`src/xarf_pkg.sv`:
```
`default_nettype none
package xarf_pkg;
   localparam int XARF_GPR_W = 32;
   localparam int XARF_SEG_W = 16;
   localparam int XARF_FP_W = 80;
   localparam int XARF_MM_W = 64;
   localparam int XARF_NUM_GPR = 8;
   localparam int XARF_NUM_SEG = 6;
   localparam int XARF_NUM_FP = 8;
   // general-purpose register numbers
   localparam logic [2:0] XARF_GPR_ACCUM = 3'h0;
   localparam logic [2:0] XARF_GPR_COUNTER = 3'h1;
   localparam logic [2:0] XARF_GPR_PORT = 3'h2;
   localparam logic [2:0] XARF_GPR_POINTER = 3'h3;
   localparam logic [2:0] XARF_GPR_STACK_TOP = 3'h4;
   localparam logic [2:0] XARF_GPR_FRAME_BASE = 3'h5;
   localparam logic [2:0] XARF_GPR_SOURCE_INDEX = 3'h6;
   localparam logic [2:0] XARF_GPR_DEST_INDEX = 3'h7;
   // segment register numbers
   localparam logic [2:0] XARF_SEG_DATA_TWO = 3'h0;
   localparam logic [2:0] XARF_SEG_CODE = 3'h1;
   localparam logic [2:0] XARF_SEG_STACK = 3'h2;
   localparam logic [2:0] XARF_SEG_DATA_ONE = 3'h3;
   localparam logic [2:0] XARF_SEG_DATA_THREE = 3'h4;
   localparam logic [2:0] XARF_SEG_DATA_FOUR = 3'h5;
   // reset values
   localparam logic [31:0] XARF_GPR_RST = 32'h0000_0000;
   localparam logic [15:0] XARF_SEG_RST = 16'h0000;
   localparam logic [31:0] XARF_IP_RST = 32'h0000_0000;
   localparam logic [79:0] XARF_FP_RST = 80'h0;
   localparam logic [15:0] XARF_FSW_RST = 16'h0000;
   localparam logic [15:0] XARF_FCW_RST = 16'h0000;
   localparam logic [15:0] XARF_FTW_RST = 16'h0000;
   // real-mode base = selector shifted left by this many bits
   localparam int XARF_REAL_SHIFT = 4;
   // protected mode: selector bits 15:3 index the descriptor table
   localparam int XARF_SEL_IDX_LSB = 3;
   // multimedia view: low bits of the shared float entry; upper bits forced to ones
   localparam logic [15:0] XARF_MM_EXP_FILL = 16'hffff;

   typedef enum logic [1:0] {
      XARF_SZ_BYTE_LO = 2'b00,
      XARF_SZ_BYTE_HI = 2'b01,
      XARF_SZ_WORD = 2'b10,
      XARF_SZ_DWORD = 2'b11
   } xarf_size_t;

   typedef enum logic [1:0] {
      XARF_FPW_FULL = 2'b00,
      XARF_FPW_MM = 2'b01,
      XARF_FPW_NONE = 2'b10
   } xarf_fpw_t;

   typedef enum logic [1:0] {
      XARF_IP_HOLD = 2'b00,
      XARF_IP_STEP = 2'b01,
      XARF_IP_XFER = 2'b10
   } xarf_ipop_t;

   // merge new data into an old value through a size-selected name
   function automatic logic [31:0] xarf_merge(input logic [31:0] old_v,
                                              input logic [31:0] new_v,
                                              input xarf_size_t sz);
      logic [31:0] r;
      r = old_v;
      unique case (sz)
         XARF_SZ_BYTE_LO: r[7:0] = new_v[7:0];
         XARF_SZ_BYTE_HI: r[15:8] = new_v[7:0];
         XARF_SZ_WORD: r[15:0] = new_v[15:0];
         XARF_SZ_DWORD: r = new_v;
      endcase
      return r;
   endfunction

   // extract a size-selected name, zero-extended
   function automatic logic [31:0] xarf_view(input logic [31:0] v, input xarf_size_t sz);
      logic [31:0] r;
      r = 32'h0;
      unique case (sz)
         XARF_SZ_BYTE_LO: r[7:0] = v[7:0];
         XARF_SZ_BYTE_HI: r[7:0] = v[15:8];
         XARF_SZ_WORD: r[15:0] = v[15:0];
         XARF_SZ_DWORD: r = v;
      endcase
      return r;
   endfunction
endpackage : xarf_pkg
`default_nettype wire

```
`src/xarf_gpr_if.sv`:
```
`default_nettype none
interface xarf_gpr_if;
   import xarf_pkg::*;
   logic [XARF_NUM_GPR*XARF_GPR_W-1:0] regs_flat;
   logic wr_en;
   logic [2:0] wr_idx;
   logic [31:0] wr_data;
   xarf_size_t wr_size;
   logic wr_hit;
   modport owner (output regs_flat, input wr_en, input wr_idx, input wr_data, input wr_size,
      output wr_hit);
   modport user (input regs_flat, output wr_en, output wr_idx, output wr_data, output wr_size,
      input wr_hit);
endinterface : xarf_gpr_if
`default_nettype wire

```
`src/xarf_gpr_bank.sv`:
```
`default_nettype none
module xarf_gpr_bank
   import xarf_pkg::*;
(
   input wire logic i_clock, // core clock
   input wire logic i_arst_n, // async reset
   xarf_gpr_if.owner bus // write side and flat view
);
   typedef struct packed {
      logic [XARF_NUM_GPR-1:0][XARF_GPR_W-1:0] gpr;
      logic hit;
   } xarf_gpr_state_t;

   xarf_gpr_state_t st_r;
   xarf_gpr_state_t st_nxt;

   always_comb begin
      st_nxt = st_r;
      st_nxt.hit = 1'b0;
      if (bus.wr_en) begin
         // byte names, high or low, exist only for the first four registers
         if (!bus.wr_size[1] && bus.wr_idx > XARF_GPR_POINTER) begin
            st_nxt.hit = 1'b0; // [RULE4]
         end else begin
            st_nxt.gpr[bus.wr_idx] = xarf_merge(st_r.gpr[bus.wr_idx], bus.wr_data,
               bus.wr_size); // [RULE2] [RULE3] [RULE5]
            st_nxt.hit = 1'b1;
         end
      end
   end

   always_ff @(posedge i_clock or negedge i_arst_n) begin
      if (!i_arst_n) begin
         st_r <= '{gpr: {XARF_NUM_GPR{XARF_GPR_RST}}, hit: 1'b0}; // [RULE20]
      end else begin
         st_r <= st_nxt;
      end
   end

   assign bus.regs_flat = st_r.gpr; // [RULE1]
   assign bus.wr_hit = st_r.hit;
endmodule : xarf_gpr_bank
`default_nettype wire

```
`src/xarf_regfile.sv`:
```
// Summary of operation
// RULE1: eight 32-bit general-purpose registers
// RULE2: 16-bit name selects bits 15..0
// RULE3: first four registers have upper/lower byte names
// RULE4: index registers have word form, no bytes; only writes refuse bytes, byte reads of them are still served
// RULE5: narrow names alias storage, others bits kept
// RULE6: byte, word, dword, quadword operand access; a pair write stores only the low dword
// RULE7: six 16-bit segment registers
// RULE8: code, stack and four data segments
// RULE9: real mode: selector forms base directly
// RULE10: protected mode: selector picks a descriptor
// RULE11: fetch pointer, 32 or 16 bits wide
// RULE12: fetch pointer changes only by steps and transfers
// RULE13: eight 80-bit float stack entries
// RULE14: 16-bit float status word
// RULE15: float control word written by software
// RULE16: tag word tracks each stack entry
// RULE17: float entries hold all four formats
// RULE18: software leaves reserved areas untouched
// RULE19: 64-bit multimedia view shares float storage
// RULE20: everything resets to zero
`default_nettype none
module xarf_regfile
   import xarf_pkg::*;
(
   input wire logic i_clock, // core clock, 125 MHz
   input wire logic i_arst_n, // async reset, active low
   input wire logic i_gpr_wr_en, // integer write strobe
   input wire logic [2:0] i_gpr_wr_idx, // integer register number
   input wire xarf_size_t i_gpr_wr_size, // name width of write
   input wire logic [31:0] i_gpr_wr_data, // write data, low aligned
   input wire logic i_gpr_wr_quad, // pair write: forces a dword write of idx only
   input wire logic [31:0] i_gpr_wr_data_hi, // upper half for pair write; ignored, never stored
   input wire logic [2:0] i_gpr_rd_idx, // integer read register
   input wire xarf_size_t i_gpr_rd_size, // integer read width
   input wire logic i_seg_wr_en, // segment write strobe
   input wire logic [2:0] i_seg_wr_idx, // segment number
   input wire logic [15:0] i_seg_wr_data, // segment value
   input wire logic [2:0] i_seg_rd_idx, // segment for address base
   input wire logic i_prot_mode, // 1: protected addressing
   input wire logic i_op32, // 1: 32-bit fetch pointer
   input wire xarf_ipop_t i_ip_op, // fetch pointer update kind
   input wire logic [31:0] i_ip_value, // step length or transfer target
   input wire logic [2:0] i_fp_idx, // float entry number
   input wire xarf_fpw_t i_fp_wr, // float write kind
   input wire logic [79:0] i_fp_wr_data, // float or multimedia data
   input wire logic i_fsw_wr_en, // status word update
   input wire logic [15:0] i_fsw_wr_data, // status value
   input wire logic i_fcw_wr_en, // control word write
   input wire logic [15:0] i_fcw_wr_data, // control value
   input wire logic i_ftw_wr_en, // tag word write
   input wire logic [15:0] i_ftw_wr_data, // tag value
   output logic [31:0] o_gpr_rd_data, // integer read, zero-extended
   output logic [63:0] o_gpr_rd_quad, // pair read idx+1:idx
   output logic o_gpr_wr_done, // pulse: integer write took effect
   output logic [31:0] o_accum_word32, // accumulator full view
   output logic [15:0] o_accum_word16, // accumulator word view
   output logic [7:0] o_accum_upper_byte, // accumulator bits 15..8
   output logic [7:0] o_accum_lower_byte, // accumulator bits 7..0
   output logic [15:0] o_stack_top16, // stack top word view
   output logic [15:0] o_code_sel, // code segment
   output logic [15:0] o_stack_sel, // stack segment
   output logic [31:0] o_seg_base, // real-mode base address
   output logic [12:0] o_desc_index, // protected-mode descriptor index
   output logic o_desc_local, // descriptor table select bit
   output logic [1:0] o_desc_rpl, // requested privilege field
   output logic o_desc_req, // protected mode lookup needed
   output logic [31:0] o_next_fetch_ptr32, // fetch pointer
   output logic [15:0] o_next_fetch_ptr16, // low word view
   output logic [79:0] o_fp_rd_data, // float entry read
   output logic [63:0] o_mm_rd_data, // multimedia view of entry
   output logic [15:0] o_fsw, // float status word
   output logic [15:0] o_fcw, // float control word
   output logic [15:0] o_ftw // float tag word
);
   typedef struct packed {
      logic [XARF_NUM_SEG-1:0][XARF_SEG_W-1:0] seg;
      logic [31:0] ip;
      logic [XARF_NUM_FP-1:0][XARF_FP_W-1:0] fp;
      logic [15:0] fsw;
      logic [15:0] fcw;
      logic [15:0] ftw;
      logic [31:0] rd;
      logic [63:0] rdq;
      logic [31:0] base;
      logic [12:0] didx;
      logic dti;
      logic [1:0] rpl;
      logic dreq;
      logic [79:0] fprd;
      logic [63:0] mmrd;
   } xarf_state_t;

   xarf_state_t st_r;
   xarf_state_t st_nxt;
   logic [XARF_NUM_GPR-1:0][XARF_GPR_W-1:0] gpr;
   logic [15:0] sel;

   xarf_gpr_if gif ();

   xarf_gpr_bank u_gpr (
      .i_clock(i_clock),
      .i_arst_n(i_arst_n),
      .bus(gif.owner)
   );

   // single write port: a pair write stores only the low dword, pairs are read-only
   assign gif.wr_en = i_gpr_wr_en;
   assign gif.wr_idx = i_gpr_wr_idx;
   assign gif.wr_data = i_gpr_wr_data;
   assign gif.wr_size = i_gpr_wr_quad ? XARF_SZ_DWORD : i_gpr_wr_size; // [RULE6]
   assign gpr = gif.regs_flat;
   assign sel = st_r.seg[i_seg_rd_idx];

   always_comb begin
      st_nxt = st_r;
      // read paths are registered so outputs stay flop-driven
      st_nxt.rd = xarf_view(gpr[i_gpr_rd_idx], i_gpr_rd_size); // [RULE2] [RULE3] [RULE5]
      st_nxt.rdq = {gpr[3'(i_gpr_rd_idx + 3'h1)], gpr[i_gpr_rd_idx]}; // [RULE6]
      if (i_seg_wr_en && i_seg_wr_idx < 3'(XARF_NUM_SEG)) begin
         st_nxt.seg[i_seg_wr_idx] = i_seg_wr_data; // [RULE7] [RULE8]
      end
      st_nxt.base = 32'({sel, XARF_REAL_SHIFT'(0)}); // [RULE9]
      st_nxt.didx = sel[15:XARF_SEL_IDX_LSB]; // [RULE10]
      st_nxt.dti = sel[2];
      st_nxt.rpl = sel[1:0];
      st_nxt.dreq = i_prot_mode; // [RULE10]
      // no direct write path: only steps and control transfers move it
      unique case (i_ip_op)
         XARF_IP_STEP: begin
            st_nxt.ip = i_op32 ? st_r.ip + i_ip_value
               : {16'h0, 16'(st_r.ip[15:0] + i_ip_value[15:0])}; // [RULE11]
         end
         XARF_IP_XFER: begin
            st_nxt.ip = i_op32 ? i_ip_value : {16'h0, i_ip_value[15:0]}; // [RULE12]
         end
         default: begin
            st_nxt.ip = st_r.ip;
         end
      endcase
      unique case (i_fp_wr)
         XARF_FPW_FULL: st_nxt.fp[i_fp_idx] = i_fp_wr_data; // [RULE13] [RULE17]
         XARF_FPW_MM: begin
            st_nxt.fp[i_fp_idx] = {XARF_MM_EXP_FILL, i_fp_wr_data[63:0]}; // [RULE19]
         end
         default: begin
         end
      endcase
      st_nxt.fprd = st_r.fp[i_fp_idx];
      st_nxt.mmrd = st_r.fp[i_fp_idx][63:0]; // [RULE19]
      if (i_fsw_wr_en) begin
         st_nxt.fsw = i_fsw_wr_data; // [RULE14]
      end
      if (i_fcw_wr_en) begin
         st_nxt.fcw = i_fcw_wr_data; // [RULE15]
      end
      if (i_ftw_wr_en) begin
         st_nxt.ftw = i_ftw_wr_data; // [RULE16]
      end
   end

   always_ff @(posedge i_clock or negedge i_arst_n) begin
      if (!i_arst_n) begin
         st_r <= '0; // [RULE20]
         st_r.ip <= XARF_IP_RST;
         st_r.fsw <= XARF_FSW_RST;
         st_r.fcw <= XARF_FCW_RST;
         st_r.ftw <= XARF_FTW_RST;
      end else begin
         st_r <= st_nxt;
      end
   end

   // views of the accumulator and stack top come from bank flops directly
   assign o_accum_word32 = gpr[XARF_GPR_ACCUM]; // [RULE1]
   assign o_accum_word16 = gpr[XARF_GPR_ACCUM][15:0]; // [RULE2]
   assign o_accum_upper_byte = gpr[XARF_GPR_ACCUM][15:8]; // [RULE3]
   assign o_accum_lower_byte = gpr[XARF_GPR_ACCUM][7:0]; // [RULE3]
   assign o_stack_top16 = gpr[XARF_GPR_STACK_TOP][15:0]; // [RULE4]
   assign o_gpr_wr_done = gif.wr_hit;
   assign o_gpr_rd_data = st_r.rd;
   assign o_gpr_rd_quad = st_r.rdq;
   assign o_code_sel = st_r.seg[XARF_SEG_CODE]; // [RULE8]
   assign o_stack_sel = st_r.seg[XARF_SEG_STACK]; // [RULE8]
   assign o_seg_base = st_r.base;
   assign o_desc_index = st_r.didx;
   assign o_desc_local = st_r.dti;
   assign o_desc_rpl = st_r.rpl;
   assign o_desc_req = st_r.dreq;
   assign o_next_fetch_ptr32 = st_r.ip;
   assign o_next_fetch_ptr16 = st_r.ip[15:0]; // [RULE11]
   assign o_fp_rd_data = st_r.fprd;
   assign o_mm_rd_data = st_r.mmrd;
   assign o_fsw = st_r.fsw;
   assign o_fcw = st_r.fcw;
   assign o_ftw = st_r.ftw;
endmodule : xarf_regfile
`default_nettype wire

```
`config.mk`:
```
export PLATFORM = sky130hd
export DESIGN_NAME = xarf_regfile
export DESIGN_NICKNAME = d
export VERILOG_FILES = /design/src/xarf_pkg.sv /design/src/xarf_gpr_if.sv /design/src/xarf_gpr_bank.sv /design/src/xarf_regfile.sv
export SDC_FILE = /design/constraint.sdc
export NUM_CORES = 2
export LEC_CHECK = 0
export CORE_MARGIN = 2
export CORE_UTILIZATION = 55
export DETAILED_ROUTE_END_ITERATION = 8
export DONT_BUFFER_PORTS = 1
export GPL_TIMING_DRIVEN = 0
export MAX_ROUTING_LAYER = met4
export PLACE_DENSITY = 0.77
export SYNTH_ARGS = -nofsm -noshare
export SYNTH_HDL_FRONTEND = slang
export SYNTH_SLANG_ARGS = --single-unit
export TNS_END_PERCENT = 1
```
`constraint.sdc`:
```
create_clock -name i_clock -period 7.1 [get_ports i_clock]
set_clock_uncertainty 0.05 [all_clocks]
set_input_delay 1.42 -clock i_clock [delete_from_list [all_inputs] [get_ports i_clock]]
set_output_delay 1.42 -clock i_clock [all_outputs]
set_load 0.01 [all_outputs]
```
==> flow_summary.ini <==
[status]
outcome = finished with violations
violations = max-capacitance violations

[synth]
synth.top_cell.area_share = 0.512
ys.flop_type = dfrtp_1
syn_inst = 5120
syn-mean-instance-area_um2 = 12.1
synthArstFlopShare = 1.00
synth-seq-cells = 1266
synth_edf_count = 0
yosysSeqAreaShare = 0.512
synth_area_um2 = 61800
yosys.cell_types.count = 80
yosys-top-cells-area = dfrtp_1, mux2_2, buf_4
yosys.area.top_type = dfrtp_1
ys_warn_count = 0

[global_route]
globalRoute.totalOverflow = 0
track_usage = 0.349
grt_antenna_before_repair = 28
grt_max_degree = 1267
first_global_vias = 44500
grt_pass1_wl_um = 290000

[sta]
tns_ns = 0
drv_slew = 0
setup_viol = 0
hold_ws_ns = 0.306
worst_pin_slew_ns = 1.48
period_needed_ns = 4.14
worst_slew_margin_rel = 0.00354
rsz0062_at_grt = no
timing.fmax_mhz = 242
hold_viol_final = 0
fin_crit_sh = 0.583

[clocking]
postCtsResizedCells = 0
cts_tree = done
ctsRootBufferMaster = clkbuf_16
clkSinkCount = 1266
clock_latency_ns = 0.78
tritoncts.num_buffers = 138
holdBufCountCts = 0
clkTransAtPathRegs_ns = 0.06
post_cts_buffers = 0
htreeDepth = 4
cts_buffer_depth = 3

[job]
maxCapViolCount = 1

[floorplanning]
dieArea_um2 = 115000
ios = 771
core_um2 = 112000
rows = 123
die_y_um = 339
die_x_um = 339
initial_core_util = 0.552

[critical_path]
path_class = primary input to flop
crit_path_end_kind = flop
crit_fanout = 10
worst_setup_path_start_kind = primary input
arrival_ns = 4.63
cp_data_required_time_ns = 7.59

[routing]
dr.pass1.iters = 8
routed-via-count = 44300
drc = 0
vias_per_cell = 6.41
drt.antenna.violating_nets = 0
finalWirelength_um = 198000
drt_iter0_markers = 4867
wl_per_cell_um = 28.7

[power]
power_per_cell_area_nw_per_um2 = 334
power_uw = 23000
p_leak_uw = 0.0300
ir_drop_mv = 0.272

[placement]
io_buffers = 0
place_congestion = 0.998
dpl.hpwl_um = 133000

[final_layout]
final_core_util = 0.613
drive_above_1_share = 0.350
syn_to_final_growth_pct = 11.1
nets = 5588
fill_cells = 8812

[min_path]
worst_hold_path_type = primary input to asynchronous set/reset pin
[Yosys cell counts, types with 4 or more instances]
cell      instances
dfrtp_1        1266
mux2_2          888
buf_4           498
nand2_1         408
o21ai_0         340
nor2_1          242
a21oi_1         228
clkbuf_1        209
mux4_2          160
mux2i_1         120
a221oi_1         95
buf_2            85
a22oi_1          79
o22ai_1          53
buf_1            47
o21ai_1          34
o221ai_1         34
ha_1             33
inv_1            29
a22o_1           23
a221o_1          21
nor2b_1          20
a21o_1           19
nand3_1          19
o211ai_1         16
and2_1           13
o21a_1           13
xnor2_1          11
nor3_1           10
xor2_1            9
nand4_1           8
nand2b_1          7
or3_1             6
o21bai_1          5
and3_1            4
buf_6             4
o31ai_1           4
[power breakdown]
group,internal (µW),total [µW],switching [µW]
clock network,4230,7340,3100
logic,2870,5660,2790
registers,8800,9960,1160
[critical path, stage by stage]
cell and delay [ns]:
buf_2 0.21, buf_2 0.24, buf_2 0.39, buf_2 0.50
clkbuf_1 0.71, clkbuf_1 0.72, o22ai_1 0.40
[worst paths after layout]
path	start	endpoint	slack (ns)	depth (start not counted)
worst min-delay path	i_arst_n	o_fcw[6]	0.31	0
min in group i_clock	st_r[964]	st_r[964]	0.43	2
worst max register to register	o_next_fetch_ptr32[0]	o_next_fetch_ptr32[22]	4.05	10
max in group asynchronous	i_arst_n	st_r[725]	3.74	3
worst min register to register	st_r[964]	st_r[964]	0.43	2
worst max-delay path	i_fp_idx[0]	o_fp_rd_data[66]	2.96	7
[stage by stage]
stage | std cells | setup WS [ns] | area [µm²]
global placement | 6635 | 2.45 | 63800
global route | 6910 | 3.07 | 68700
CTS | 6877 | 3.22 | 68400
floorplan | 5135 | 3.59 | 61900
detailed placement | 6635 | 2.44 | 63800
finish | 6912 | 2.96 | 68700
[final cells by class]
type,count,area [µm²],area share
sequential,1266,31700,0.461
clock buffer,194,4000,0.0582
tap,1500,1880,0.0273
buffer,843,5170,0.0753
inverter,32,120,0.00175
antenna,29,72.6,0.00106
clock inverter,48,684,0.00996
timing repair buffer,6,165,0.00240
multi-input combinational,2994,24900,0.363
[cells in the final DEF, fill, tap and decap left out, drive strengths merged, types with 7 or more instances in the layout]
master and instances:
nor2b 20, mux2 888, mux2i 123, nand2b 7, a221o 21, xor2 9
a22o 23, conb 16, o21a 13, a21o 19, a22oi 79, nor3 13
clkinv 31, nand3 19, o211ai 18, and2 14, mux4 160, nor2 243
inv 35, nand4 9, a21oi 230, diode 29, a221oi 95, o21ai 375
o22ai 53, clkbuf 403, bufinv 7, o221ai 34, ha 33, dfrtp 1266
xnor2 11, nand2 408, buf 640, clkinvlp 7
[metal layers]
metal,part of all wire,up-vias,GRT usage
met5,0,-,-
met4,0.061,0,0.195
met3,0.12,729,0.119
met2,0.46,2854,0.524
met1,0.36,22500,0.412
li1,-,18300,-
[kinds of logic after synthesis]
logic type                 share of synthesized area
other                                      0.0000606
muxes                                          0.240
buffers and inverters                         0.0856
AOI/OAI and AO/OA                              0.100
adders and majority gates                    0.00700
xor gates and xnor gates                     0.00283
DFF                                            0.512
and+or+nand+nor                               0.0516
(Power assumes the default switching activity.)
